## src/lec_map.svh

```systemverilog
// Register map, field positions, reset values and timing for the lane error counter block.
// Assumes word-aligned classic Wishbone access with the register index in address bits [12:2].
`ifndef LEC_MAP_SVH
`define LEC_MAP_SVH

// ----------------------------------------------------------------------------
// Register indices (byte address is four times the index)
// ----------------------------------------------------------------------------
`define LEC_IDX_CTRL0      11'h480
`define LEC_IDX_HOLD0      11'h488
`define LEC_IDX_HOLD4      11'h48C
`define LEC_IDX_HOLD5      11'h48D
`define LEC_IDX_HOLD6      11'h48E
`define LEC_IDX_HOLD7      11'h48F
`define LEC_IDX_STAT0      11'h490
`define LEC_IDX_COUNT0     11'h4A0
`define LEC_MASK_GROUP8    11'h7F8
`define LEC_MASK_GROUP32   11'h7E0

// ----------------------------------------------------------------------------
// Field positions
// ----------------------------------------------------------------------------
`define LEC_CTRL_EN_LSB    3
`define LEC_STAT_LANE_BIT  3
`define LEC_BIT_UNEXP      2
`define LEC_BIT_NOT_IN_TABLE 1
`define LEC_BIT_DISPARITY 0

// ----------------------------------------------------------------------------
// Reset values and counter figures
// ----------------------------------------------------------------------------
`define LEC_CTRL_RESET     6'h3F
`define LEC_HOLD_RESET     3'h7
`define LEC_STAT_RESET     8'h00
`define LEC_CNT_TERMINAL   8'hFF
`define LEC_CNT_LAST       8'hFE
`define LEC_ACK_LATENCY    1

`endif

```

## src/lec_pkg.sv

```systemverilog
// Types shared by the lane error counter block.
// Assumes the map header supplies all numeric constants.
`default_nettype none

package lec_pkg;

    // One eight-bit error counter value.
    typedef logic [7:0] lec_cnt_t;

    // Position of each error type within a three-bit lane field.
    typedef enum logic [1:0]
    {
        LEC_ERR_DISPARITY = 2'b00,
        LEC_ERR_NOT_IN_TABLE = 2'b01,
        LEC_ERR_UNEXP = 2'b10
    } lec_err_t;

endpackage : lec_pkg

`default_nettype wire

```

## src/lec_cnt_if.sv

```systemverilog
// Signals between the register block and one lane's counter bank.
// Assumes both ends share one clock.
`timescale 1ns/100ps
`default_nettype none

interface lec_cnt_if
    import lec_pkg::*;
();
    logic [2:0] err;
    logic [2:0] en;
    logic [2:0] clr;
    logic [2:0] hold;
    logic [2:0] reached;
    lec_cnt_t count [3];

    modport ctl
    (
        output err,
        output en,
        output clr,
        output hold,
        input reached,
        input count
    );
    modport bank
    (
        input err,
        input en,
        input clr,
        input hold,
        output reached,
        output count
    );
endinterface : lec_cnt_if

`default_nettype wire

```

## src/lec_top.sv

```systemverilog
// Lane error counter control and status with a classic Wishbone register slave.
// Assumes error pulses and lane enable levels come from receiver logic on clk.
// Assumes hold writes come only while the deframer is held in soft reset;
// nothing here sees that reset, so the block does not gate them.
`timescale 1ns/100ps
`default_nettype none
`include "lec_map.svh"

module lec_top
    import lec_pkg::*;
#(
    parameter int LANES = 8
)
(
    input wire logic clk,
    input wire logic rst_n,
    input wire logic wb_cyc_i,
    input wire logic wb_stb_i,
    input wire logic wb_we_i,
    input wire logic [12:0] wb_adr_i,
    input wire logic [3:0] wb_sel_i,
    input wire logic [31:0] wb_dat_i,
    output logic [31:0] wb_dat_o,
    output logic wb_ack_o,
    input wire logic [LANES-1:0] unexpected_control_char_error,
    input wire logic [LANES-1:0] not_in_table_error,
    input wire logic [LANES-1:0] bad_disparity_error,
    input wire logic [LANES-1:0] lane_enabled
);

    // ------------------------------------------------------------------------
    // Bus decode
    // ------------------------------------------------------------------------
    logic [10:0] idx;
    logic req;
    logic wr;
    logic ctrl_hit;
    logic hold_hit;
    logic stat_hit;
    logic cnt_hit;
    logic [2:0] rd_lane;
    logic [2:0] cnt_lane;
    logic [1:0] cnt_type;
    logic [31:0] rd_word;

    // A new request is one not yet answered; a write lands on the acknowledging edge.
    assign idx = wb_adr_i[12:2];
    assign req = wb_cyc_i & wb_stb_i & ~wb_ack_o;
    assign wr = wb_cyc_i & wb_stb_i & wb_we_i & wb_ack_o & wb_sel_i[0];
    assign ctrl_hit = (idx & `LEC_MASK_GROUP8) == `LEC_IDX_CTRL0;
    assign hold_hit = (idx & `LEC_MASK_GROUP8) == `LEC_IDX_HOLD0;
    assign stat_hit = (idx & `LEC_MASK_GROUP8) == `LEC_IDX_STAT0;
    assign cnt_hit = ((idx & `LEC_MASK_GROUP32) == `LEC_IDX_COUNT0) && (idx[1:0] != 2'h3);
    assign rd_lane = idx[2:0];
    assign cnt_lane = idx[4:2];
    assign cnt_type = idx[1:0];

    // ------------------------------------------------------------------------
    // Per-lane registers and counter banks
    // ------------------------------------------------------------------------
    logic [5:0] ctrl [8];
    logic [2:0] hold [8];
    logic [2:0] reached [8];
    lec_cnt_t cnt [8][3];

    lec_cnt_if lane_if [LANES] ();

    genvar l;
    generate
        for (l = 0; l < 8; l++)
        begin : g_lane
            if (l < LANES)
            begin : g_used
                // Control holds enables in [5:3] and counter resets in [2:0].
                always_ff @(posedge clk or negedge rst_n)
                begin
                    if (!rst_n)
                        ctrl[l] <= `LEC_CTRL_RESET;
                    else if (wr && ctrl_hit && rd_lane == 3'(l))
                        ctrl[l] <= wb_dat_i[5:0];
                end

                // Hold field; written safely only while the deframer is held in soft reset.
                // A write in normal operation changes the mode at once, so a counter
                // sitting at 0xFF then sticks or rolls over at its next error.
                always_ff @(posedge clk or negedge rst_n)
                begin
                    if (!rst_n)
                        hold[l] <= `LEC_HOLD_RESET;
                    else if (wr && hold_hit && rd_lane == 3'(l))
                        hold[l] <= wb_dat_i[2:0];
                end

                // Bit 2 control char, bit 1 not-in-table, bit 0 disparity.
                assign lane_if[l].err = {unexpected_control_char_error[l],
                    not_in_table_error[l], bad_disparity_error[l]};
                assign lane_if[l].en = ctrl[l][5:`LEC_CTRL_EN_LSB];
                assign lane_if[l].clr = ctrl[l][2:0];
                assign lane_if[l].hold = hold[l];
                assign reached[l] = lane_if[l].reached;
                assign cnt[l] = lane_if[l].count;

                lec_lane_counters u_bank
                (
                    .clk(clk),
                    .rst_n(rst_n),
                    .cif(lane_if[l])
                );
            end
            else
            begin : g_absent
                // Lanes beyond the configured count read as zero.
                assign ctrl[l] = 6'h00;
                assign hold[l] = 3'h0;
                assign reached[l] = 3'h0;
                assign cnt[l] = '{8'h00, 8'h00, 8'h00};
            end
        end
    endgenerate

    // ------------------------------------------------------------------------
    // Read selection
    // ------------------------------------------------------------------------
    logic [LANES-1:0] lane_flag;
    logic [7:0] lane_flag8;
    logic [7:0] stat_byte;

    // Status bit 3 shows whether the lane is enabled; upper bits read zero.
    assign lane_flag = lane_enabled;
    assign lane_flag8 = 8'(lane_flag);
    assign stat_byte = {4'h0, lane_flag8[rd_lane], reached[rd_lane]};

    // Pick the addressed register; counts sit four indices per lane, the fourth a gap.
    assign rd_word = ctrl_hit ? {26'h0, ctrl[rd_lane]} :
        hold_hit ? {29'h0, hold[rd_lane]} :
        stat_hit ? {24'h0, stat_byte} :
        cnt_hit ? {24'h0, cnt[cnt_lane][cnt_type]} : 32'h0;

    // Answer every request one cycle later; unmapped reads return zero.
    always_ff @(posedge clk or negedge rst_n)
    begin
        if (!rst_n)
            wb_ack_o <= 1'b0;
        else
            wb_ack_o <= req;
    end

    // Read data is captured with the request so it is valid alongside ack.
    always_ff @(posedge clk or negedge rst_n)
    begin
        if (!rst_n)
            wb_dat_o <= 32'h0;
        else if (req)
            wb_dat_o <= rd_word;
    end
endmodule : lec_top

`default_nettype wire

```

## src/lec_lane_counters.sv

```systemverilog
// Three eight-bit error counters for one lane, with hold and terminal flags.
// Assumes error strobes are single-cycle pulses on the same clock.
`timescale 1ns/100ps
`default_nettype none
`include "lec_map.svh"

module lec_lane_counters
    import lec_pkg::*;
(
    input wire logic clk,
    input wire logic rst_n,
    lec_cnt_if.bank cif
);

    genvar t;
    generate
        for (t = 0; t < 3; t++)
        begin : g_type
            lec_cnt_t count;
            logic reached;
            logic inc;
            logic at_top;
            logic stuck;
            logic set_reached;

            // ----------------------------------------------------------------
            // Count decision
            // ----------------------------------------------------------------
            // Counts only when enabled and not being cleared; a held counter sticks at top.
            assign inc = cif.en[t] & cif.err[t] & ~cif.clr[t];
            assign at_top = (count == `LEC_CNT_TERMINAL);
            assign stuck = at_top & cif.hold[t];
            assign set_reached = inc & (count == `LEC_CNT_LAST);

            // Clear wins over counting; otherwise add one and let eight bits wrap, unless held at top.
            always_ff @(posedge clk or negedge rst_n)
            begin
                if (!rst_n)
                    count <= 8'h00;
                else if (cif.clr[t])
                    count <= 8'h00;
                else if (inc && !stuck)
                    count <= count + 8'h01;
            end

            // Flag is sticky until cleared; a clear blocks a new terminal hit in the same cycle.
            always_ff @(posedge clk or negedge rst_n)
            begin
                if (!rst_n)
                    reached <= 1'b0;
                else
                    reached <= set_reached | (reached & ~cif.clr[t]);
            end

            assign cif.count[t] = count;
            assign cif.reached[t] = reached;

        end
    endgenerate
endmodule : lec_lane_counters

`default_nettype wire

```

## config.mk

```make
export PLATFORM = sky130hd
export DESIGN_NAME = lec_top
export DESIGN_NICKNAME = d
export VERILOG_FILES = /design/src/lec_pkg.sv /design/src/lec_cnt_if.sv /design/src/lec_top.sv /design/src/lec_lane_counters.sv
export VERILOG_INCLUDE_DIRS = /design/src
export SDC_FILE = /design/constraint.sdc
export NUM_CORES = 1
export LEC_CHECK = 0
export BUFFER_PORTS_ARGS = -buffer_cell sky130_fd_sc_hd__buf_2
export CORE_MARGIN = 2
export CORE_UTILIZATION = 49
export CTS_BUF_LIST = sky130_fd_sc_hd__clkbuf_8
export DETAILED_ROUTE_END_ITERATION = 12
export HOLD_SLACK_MARGIN = 0.06
export PLACE_DENSITY = 0.71
export SYNTH_ARGS = -nofsm -noshare
export SYNTH_HDL_FRONTEND = slang
export SYNTH_SLANG_ARGS = --single-unit
```

## constraint.sdc

```tcl
create_clock -name clk -period 5.3 [get_ports clk]
set_input_delay 0.795 -clock clk [delete_from_list [all_inputs] [get_ports clk]]
set_output_delay 0.795 -clock clk [all_outputs]
set_load 0.1 [all_outputs]
```

# After elaboration in Yosys (flattened, before gate mapping)
# Cells that the tools add are included.
[word_totals]
regBits = 321
wordCells = 492
[op_classes]
add_sub_neg = 24
n_lt_le_gt_ge = 4
n_eq_ne = 60
muxes = 69
bitwise = 177
n_reduce_logical = 92
[ops]
columns = ["op", "count"]
rows = [
  ["8-bit two-way mux", 54],
  ["8-bit equality test, second input constant", 51],
  ["8-bit by 1-bit adder with 8-bit output, second input constant", 24],
  ["1-bit AND", 125],
  ["24-bit binary-select mux with 3-bit select", 1],
  ["24-bit two-way mux", 2],
  ["2-bit nonzero test", 24],
  ["1-bit logical AND", 43],
  ["1-bit NOT", 25],
  ["1-bit logical NOT", 24],
  ["1-bit OR", 24],
  ["3-bit binary-select mux with 3-bit select", 2],
  ["6-bit binary-select mux with 3-bit select", 1],
  ["8-bit binary-select mux with 2-bit select", 1],
  ["3-bit equality test, second input constant", 4],
  ["3-bit two-way mux", 4],
  ["6-bit two-way mux", 2],
  ["4-bit >= comparator, second input constant", 2],
  ["3-bit NOT with 4-bit output", 2],
  ["3-bit by 2-bit equality test with 1-bit output, second input constant", 2],
  ["6-bit equality test, second input constant", 1],
  ["3-bit by 4-bit less-than comparator with 1-bit output, second input constant", 1],
  ["1-bit binary-select mux with 3-bit select", 1],
  ["3-bit by 1-bit equality test with 1-bit output, second input constant", 1],
  ["other kinds (5)", 5],
]

# Logic depth before layout (Yosys ltp)
# Gate-level depths: netlist of run 1.
[logic_depth]
ltp_word = 11
ltp_mapped = 9
depth_no_buf = 6

# By module
# A second synthesis of run 1 with hierarchy kept.
[hier_totals]
cells_unflattened = 1684
area_unflattened_um2 = 17875.9
[by_module_without_submodules]
columns = ["module", "n_inst", "cells_per_inst", "area_per_inst_um2"]
rows = [
  ["lec_lane_counters", 8, 155, 1487.7],
  ["lec_top", 1, 444, 5974.5],
]

# Worst setup path before layout of run 1
# No wires, ideal clock.
[synth_timing]
path_kind = "in2reg"
startpoint = "input port wb_adr_i[4]"
endpoint = "register wb_dat_o[3]"
setup_ns = 0.126
arrival_ns = 2.331
setup_slack_ns = 2.844
path_stages = 6
path_buffers = 2
cell_sequence = "buf_2 -> buf_2 -> mux4_2 -> a41oi_1 -> nand4_1 -> a221o_1"
[synth_via]
elab_chain_len = 11
[synth_rtl]
columns = ["element", "line_no", "rtl"]
rows = [
  ["start, declared", "lec_top.sv:20", "input wire logic [12:0] wb_adr_i,"],
  ["3-bit NOT with 4-bit output (implied by the code)", "lec_top.sv:137", "cnt_hit ? {24'h0, cnt[cnt_lane][cnt_type]} : 32'h0;"],
  ["24-bit binary-select mux with 3-bit select", "lec_top.sv:137", ""],
  ["24-bit two-way mux (implied by the code) (2 in series)", "lec_top.sv:137", ""],
  ["8-bit binary-select mux with 2-bit select", "lec_top.sv:137", ""],
  ["8-bit two-way mux (implied by the code) (2 in series)", "lec_top.sv:137", ""],
  ["8-bit two-way mux", "lec_top.sv:137", ""],
  ["8-bit two-way mux", "lec_top.sv:136", "stat_hit ? {24'h0, stat_byte} :"],
  ["8-bit two-way mux", "lec_top.sv:135", "hold_hit ? {29'h0, hold[rd_lane]} :"],
  ["8-bit two-way mux *", "lec_top.sv:134", "assign rd_word = ctrl_hit ? {26'h0, ctrl[rd_lane]} :"],
  ["end signal, assigned", "lec_top.sv:154", "wb_dat_o <= rd_word;"],
  ["end, declared", "lec_top.sv:23", "output logic [31:0] wb_dat_o,"],
]
# Mark *: on every way between the ends. The rest lies on a longest branch, timed or not. The select of a mux whose other input is x is not followed.
# A chain may end at the register's enable or synchronous reset.

# Worst setup path in the final report of run 1
[layout_timing]
startpoint = "input port wb_adr_i[5]"
endpoint = "register wb_dat_o[0]"
# The elaborated chain is that of the path after synthesis.

==> summary.txt, run 1 <==
CTS
  – Worst-path clk slew: 0.06 ns
  – Hold-fix buffers at CTS: 0
  – Worst skew pair latency: 0.63 ns
  – Clock root cell: clkbuf_8
  – Clock tree buffer depth: 3
  – CTS tree: done
  – CTS H-tree lvls: 2
  – Clk sinks: 297
  – Cts bufs inserted: 52
  – Number of setup buffers added after CTS: 0
  – Post-CTS resize count: 0

STA
  – Final setup viols: 0
  – Final Hold Vio Count: 0
  – Fin crit share: 0.531
  – Tmin final: 2.82 ns
  – Fin Clk Skew: 0.0278 ns
  – Tightest slew margin relative to the limit: 0.323
  – Fmax: 355 MHz
  – Setup TNS: 0 ns
  – Unrepaired setup endpoints after global routing: no
  – Slew Limit Fails: 0
  – Tightest Pin Transition: 1.01 ns

Detailed routing
  – Post-DRT Antenna Nets: 0
  – DR WL/cell: 21.7 µm
  – Pre-antenna DRT Iters: 5
  – 1st-iter DRT viols: 1,332
  – Vias per Instance: 6.16
  – Vias: 13,500
  – Post-Route WL: 47,400 µm
  – Drt drc: 0

Worst setup path
  – Crit-path cells: buf_2 > buf_4 > mux4_2 > nor3b_1 > a31oi_1 > a41oi_1 > o32a_1
  – FF-to-FF End: lane_if[0].hold[2]
  – Arrival @ worst endpoint: 3.33 ns
  – Path depth of the worst reg2reg path: 5
  – Slowest CP cell: mux4_2
  – Max FO, Critical Path: 34
  – Worst Setup Start Kind: primary input
  – Worst path required time: 5.81 ns
  – Reg2Reg Setup Slack: 2.95 ns
  – Crit Path Class: in -> reg
  – Critical Path End Type: register
  – CP bufs+invs: 2
  – Number of cells on the critical path: 7
  – Max stage delay on crit path: 0.60 ns
  – RR Startpoint: wb_ack_o
  – CP delay by family, top: buffers and inverters

Power
  – Peak supply drop: 0.186 mV
  – Leak: 8.13 nW
  – Power Dens Cells: 251 nW/µm²

Synth
  – Syn Inst Count: 1,626
  – Synth Flop Type: dfrtp_1
  – Post-synthesis cell area: 17,300 µm²
  – Dominant cell type by area after synthesis: dfrtp_1
  – FF+latch count, synth: 297
  – Synth area leaders: dfrtp_1, dfstp_2, mux4_2
  – Share of the synthesized area in the top cell type: 0.326
  – Fraction of registers with async set/reset: 1.00
  – Post-synth cell types: 73
  – Seq/Total Area, Yosys: 0.436
  – Post-synth EDFFs: 0
  – Synthesized area per cell: 10.6 µm²
  – Synth warn: 0

Hold path
  – Hold/Removal Path Class: in -> async

Floorplan
  – Die area: 36,700 µm²
  – Die Y-Extent: 192 µm
  – Num ports: 119
  – Initial cell density of the core: 0.498
  – Die width: 192 µm
  – Core Area: 34,600 µm²
  – # rows: 68

Status
  – Status: completed

GRT
  – Overflow after GRT: 0
  – Global-route wire length before repair: 74,700 µm
  – Number of global-route vias before repair: 12,900
  – Initial antenna violation count: 2
  – Largest net degree at the start of global routing: 118
  – Total global-route track usage: 0.265

Place
  – IO buf count: 63
  – Routability cong.: 0.959
  – Final HPWL DP: 33,900 µm

Finish
  – Share of layout cells above drive strength 1: 0.227
  – Most frequent cells in the layout: dfrtp_1, nor2_1, nand2_1
  – Final nets: 1,819
  – Area Growth Syn to Fin: 9.53%
  – Final core occ: 0.546
  – Leading cell type in the layout, fill and taps excluded: dfrtp_1

Run
  – Max Cap Violations: 0
[flip-flops by register name, indices dropped and copies added (netlist names)]
signal                               count
lane_if.hold                            24
g_lane.g_used.u_bank.g_type.count      192
g_lane.g_used.u_bank.g_type.reached     24
wb_ack_o                                 1
ctrl                                    48
wb_dat_o                                 8
[synthesized netlist by cell type (19+ instances only)]
master,number
a21oi_1,28
a31oi_1,19
a41oi_1,19
and2_1,28
and3_1,32
buf_2,21
buf_4,27
clkbuf_1,37
dfrtp_1,225
dfstp_2,72
ha_1,48
inv_1,40
mux2_2,87
mux2i_1,38
mux4_2,58
nand2_1,101
nand3_1,62
nand3b_1,25
nand4_1,57
nor2_1,183
nor3_1,22
o21ai_0,82
xnor2_1,37
xor2_1,71
[cell type report]
class / count / area [µm²]
Sequential cell: 297 / 7520
Multi-Input combinational cell: 1221 / 9190
Tap cell: 455 / 569
Clock buffer: 68 / 936
Inverter: 41 / 154
Fill cell: 3049 / 15700
Clock inverter: 29 / 125
Antenna cell: 1 / 2.50
Timing Repair Buffer: 72 / 405
[stage by stage]
stage                     setup slack, ns  cell area [µm²]  cells  hold WS (ns)  power, mW
after global placement               1.88            17800   2086         0.475       2.63
after detailed placement             1.87            17800   2086         0.494       2.64
after floorplan                      2.84            17300   1649         0.457       2.53
final                                2.48            18900   2184         0.210       4.74
after global routing                 2.36            18900   2184         0.261       4.90
after CTS                            2.53            18900   2183         0.220       4.78
[where the power goes]
group / switching [mW] / internal [mW]
Combinational: 0.250 / 0.0637
Clock: 0.992 / 1.15
Sequential: 0.00815 / 2.28
Total: 1.25 / 3.49
[layer usage]
metal / vias up / global-route usage / wire length [µm]
li1: 6054 / - / -
met3: 88 / 0.0502 / 3840
met1: 6786 / 0.383 / 20700
met4: 2 / 0.0834 / 1360
met2: 533 / 0.403 / 21500
met5: - / 0 / 12
[cell families after synthesis]
| family | Yosys count | share of synthesized area |
|---|---|---|
| xor gates and xnor gates | 108 | 0.0548 |
| adders and majority gates | 48 | 0.0348 |
| muxes | 184 | 0.156 |
| other | 1 | 0.000217 |
| and+or+nand+nor | 627 | 0.192 |
| AOI/OAI and AO/OA | 230 | 0.0890 |
| buffers and inverters | 131 | 0.0368 |
| DFF | 297 | 0.436 |
[worst max path at each step]
stage	from	slack (ns)	end
after floorplan	wb_adr_i[4]	2.84	wb_dat_o[3]
after global placement	wb_adr_i[4]	1.88	wb_dat_o[6]
after detailed placement	wb_adr_i[4]	1.87	wb_dat_o[6]
after CTS	wb_adr_i[4]	2.53	wb_dat_o[6]
after global routing	wb_adr_i[4]	2.36	wb_dat_o[6]
final	wb_adr_i[5]	2.48	wb_dat_o[0]
Power figures use the tool's default switching activity.
==> inputs of run 2 (changes only) <==
- clock period: 5.3 -> 2.8 ns (I/O delays scaled with it)
==> summary.txt, run 2 (same netlist as run 1, synthesis figures left out) <==
Status
  – Status: completed

Detailed routing
  – Pre-antenna DRT Iters: 6 (+1)
  – 1st-iter DRT viols: 1,397 (+4.9%)
  – Vias: 13,700 (+1.5%)
  – Post-DRT Antenna Nets: 0 (unchanged)
  – Post-Route WL: 48,000 µm (+1.2%)
  – Drt drc: 0 (unchanged)
  – Vias per Instance: 6.17 (about the same)
  – DR WL/cell: 21.7 µm (-0.22%)

CTS
  – CTS tree: done
  – Clock tree buffer depth: 3 (unchanged)
  – Worst-path clk slew: 0.06 ns (about the same)
  – Hold-fix buffers at CTS: 1 (+1)
  – Clock root cell: clkbuf_8
  – Number of setup buffers added after CTS: 0 (unchanged)
  – Clk sinks: 297 (unchanged)
  – CTS H-tree lvls: 2 (unchanged)
  – Cts bufs inserted: 53 (+1.9%)
  – Post-CTS resize count: 0 (unchanged)
  – Worst skew pair latency: 0.62 ns (about the same)

STA
  – Tightest Pin Transition: 0.934 ns (-0.0805 ns)
  – Slew Limit Fails: 0 (unchanged)
  – Fmax: 451 MHz
  – Fin worst setup slack: 0.582 ns (-1.90 ns)
  – Final setup viols: 0 (unchanged)
  – Tmin final: 2.22 ns
  – Final Hold Vio Count: 0 (unchanged)
  – Setup TNS: 0 ns (unchanged)
  – Unrepaired setup endpoints after global routing: no
  – Fin crit share: 0.792
  – Fin Clk Skew: 0.0176 ns (-0.0102 ns)
  – Tightest slew margin relative to the limit: 0.367 (+0.0438)

Hold path
  – Hold/Removal Path Class: in -> reg

Floorplan
  – Num ports: 119 (unchanged)
  – Die width: 192 µm (unchanged)
  – Die Y-Extent: 192 µm (unchanged)
  – # rows: 68 (unchanged)
  – Initial cell density of the core: 0.498 (unchanged)
  – Die area: 36,700 µm² (unchanged)
  – Core Area: 34,600 µm² (unchanged)

Finish
  – Number of flip-flops in the largest register: 192 (unchanged)
  – Multi-input gate area: 9190 µm² (unchanged)
  – Share of layout cells above drive strength 1: 0.236 (+0.00908)
  – Storage element area: 7520 µm² (unchanged)
  – Biggest regs: g_lane.g_used.u_bank.g_type.count: 192 flops, ctrl: 48 flops
  – Most flops, register: g_lane.g_used.u_bank.g_type.count
  – Area Growth Syn to Fin: 11.3%
  – Leading cell type in the layout, fill and taps excluded: dfrtp_1
  – Most frequent cells in the layout: dfrtp_1, nor2_1, nand2_1
  – Final nets: 1,848 (+1.6%)
  – # fillers: 2,979 (-2.3%)
  – Final core occ: 0.555 (+0.00896)

GRT
  – Number of global-route vias before repair: 13,100 (+1.9%)
  – Overflow after GRT: 0 (unchanged)
  – Initial antenna violation count: 2 (unchanged)
  – Global-route wire length before repair: 74,700 µm (about the same)
  – Total global-route track usage: 0.266 (+0.000918)
  – Largest net degree at the start of global routing: 87 (-26%)

Worst setup path
  – Path depth of the worst reg2reg path: 6 (+1)
  – Arrival @ worst endpoint: 2.70 ns (-0.63 ns)
  – Critical path origin: g_lane[1].g_used.u_bank.g_type[0].count[0]
  – Max FO, Critical Path: 13 (-62%)
  – Reg2Reg Setup Slack: 0.58 ns (-2.37 ns)
  – Critical Path End Type: register
  – RR Startpoint: g_lane[1].g_used.u_bank.g_type[0].count[0]
  – Worst path required time: 3.29 ns (-2.52 ns)
  – Critical path endpoint: g_lane[1].g_used.u_bank.g_type[0].count[7]
  – FF-to-FF End: g_lane[1].g_used.u_bank.g_type[0].count[7]
  – Crit Path Class: reg -> reg
  – Worst Setup Start Kind: register

Place
  – Routability cong.: 0.959 (about the same)
  – Pre-CTS WS: 0.306 ns (-1.56 ns)
  – IO buf count: 63 (unchanged)
  – Final HPWL DP: 35,000 µm (+3.2%)

Power
  – Sw Share: 0.261 (-0.00323)
  – Combinational Power Share: 0.070 (+0.004)
  – Psw: 2.36 mW (+88%)
  – P_int: 6.68 mW (+92%)
  – Sequential fraction of design power: 0.479 (-0.003)
  – Leak: 8.32 nW (+2.3%)
  – Clock power share: 0.452 (about the same)
  – Power Dens Cells: 471 nW/µm² (+88%)
  – Peak supply drop: 0.418 mV (+120%)

Run
  – Max Cap Violations: 0 (unchanged)
run 2: power by group through the flow:
stage          Clock, mW  Sequential, mW  Combinational (mW)
2_1_floorplan          0            4.44               0.351
3_3_place_gp           0            4.40               0.620
3_5_place_dp           0            4.40               0.626
4_1_cts             4.15            4.33               0.629
5_1_grt             4.34            4.32               0.665
6_report            4.08            4.33               0.630
run 2: metrics by stage:
step | hold WS (ns) | std cells | power, mW | cell area, µm²
final | 0.131 | 2215 | 9.04 | 19200
after global placement | 0.478 | 2113 | 5.02 | 18100
after floorplan | 0.124 | 1649 | 4.79 | 17300
after CTS | 0.101 | 2214 | 9.10 | 19200
after detailed placement | 0.484 | 2113 | 5.02 | 18100
after global routing | 0.143 | 2215 | 9.33 | 19200
run 2: layout make-up:
| class | count | share of cell area |
|---|---|---|
| multi-input cells | 1221 | 0.478 |
| flip-flops and latches | 297 | 0.392 |
| clock buffers | 70 | 0.0502 |
| repair buffers | 100 | 0.0361 |
| well taps | 455 | 0.0296 |
| inverters | 41 | 0.00801 |
| clock inverters | 30 | 0.00625 |
| diodes | 1 | 0.000130 |
run 2: worst max-delay path, cell delays in order (launching register included):
cell	delay (ns)
dfrtp_1	0.49
ha_1	0.29
and3_1	0.22
a311o_1	0.51
nor4_1	0.36
xnor2_1	0.17
nor2_1	0.06
run 2: worst min-delay path by stage:
stage | start | to | slack [ns] | cells after the start
final | bad_disparity_error[6] | g_lane[6].g_used.u_bank.g_type[0].reached | 0.13 | 3
after global routing | bad_disparity_error[0] | g_lane[0].g_used.u_bank.g_type[0].reached | 0.14 | 3
after detailed placement | rst_n | g_lane[1].g_used.u_bank.g_type[0].count[5] | 0.48 | 1
after global placement | rst_n | g_lane[1].g_used.u_bank.g_type[0].count[5] | 0.48 | 1
after floorplan | rst_n | g_lane[0].g_used.u_bank.g_type[0].count[0] | 0.12 | 0
after CTS | bad_disparity_error[6] | g_lane[6].g_used.u_bank.g_type[0].reached | 0.10 | 3
run 2: layer usage:
metal	up-vias	wire, µm	global-route usage
met5	-	14	0
li1	6096	-	-
met3	127	4170	0.0548
met4	2	1630	0.0973
met1	6827	20300	0.372
met2	612	21900	0.409
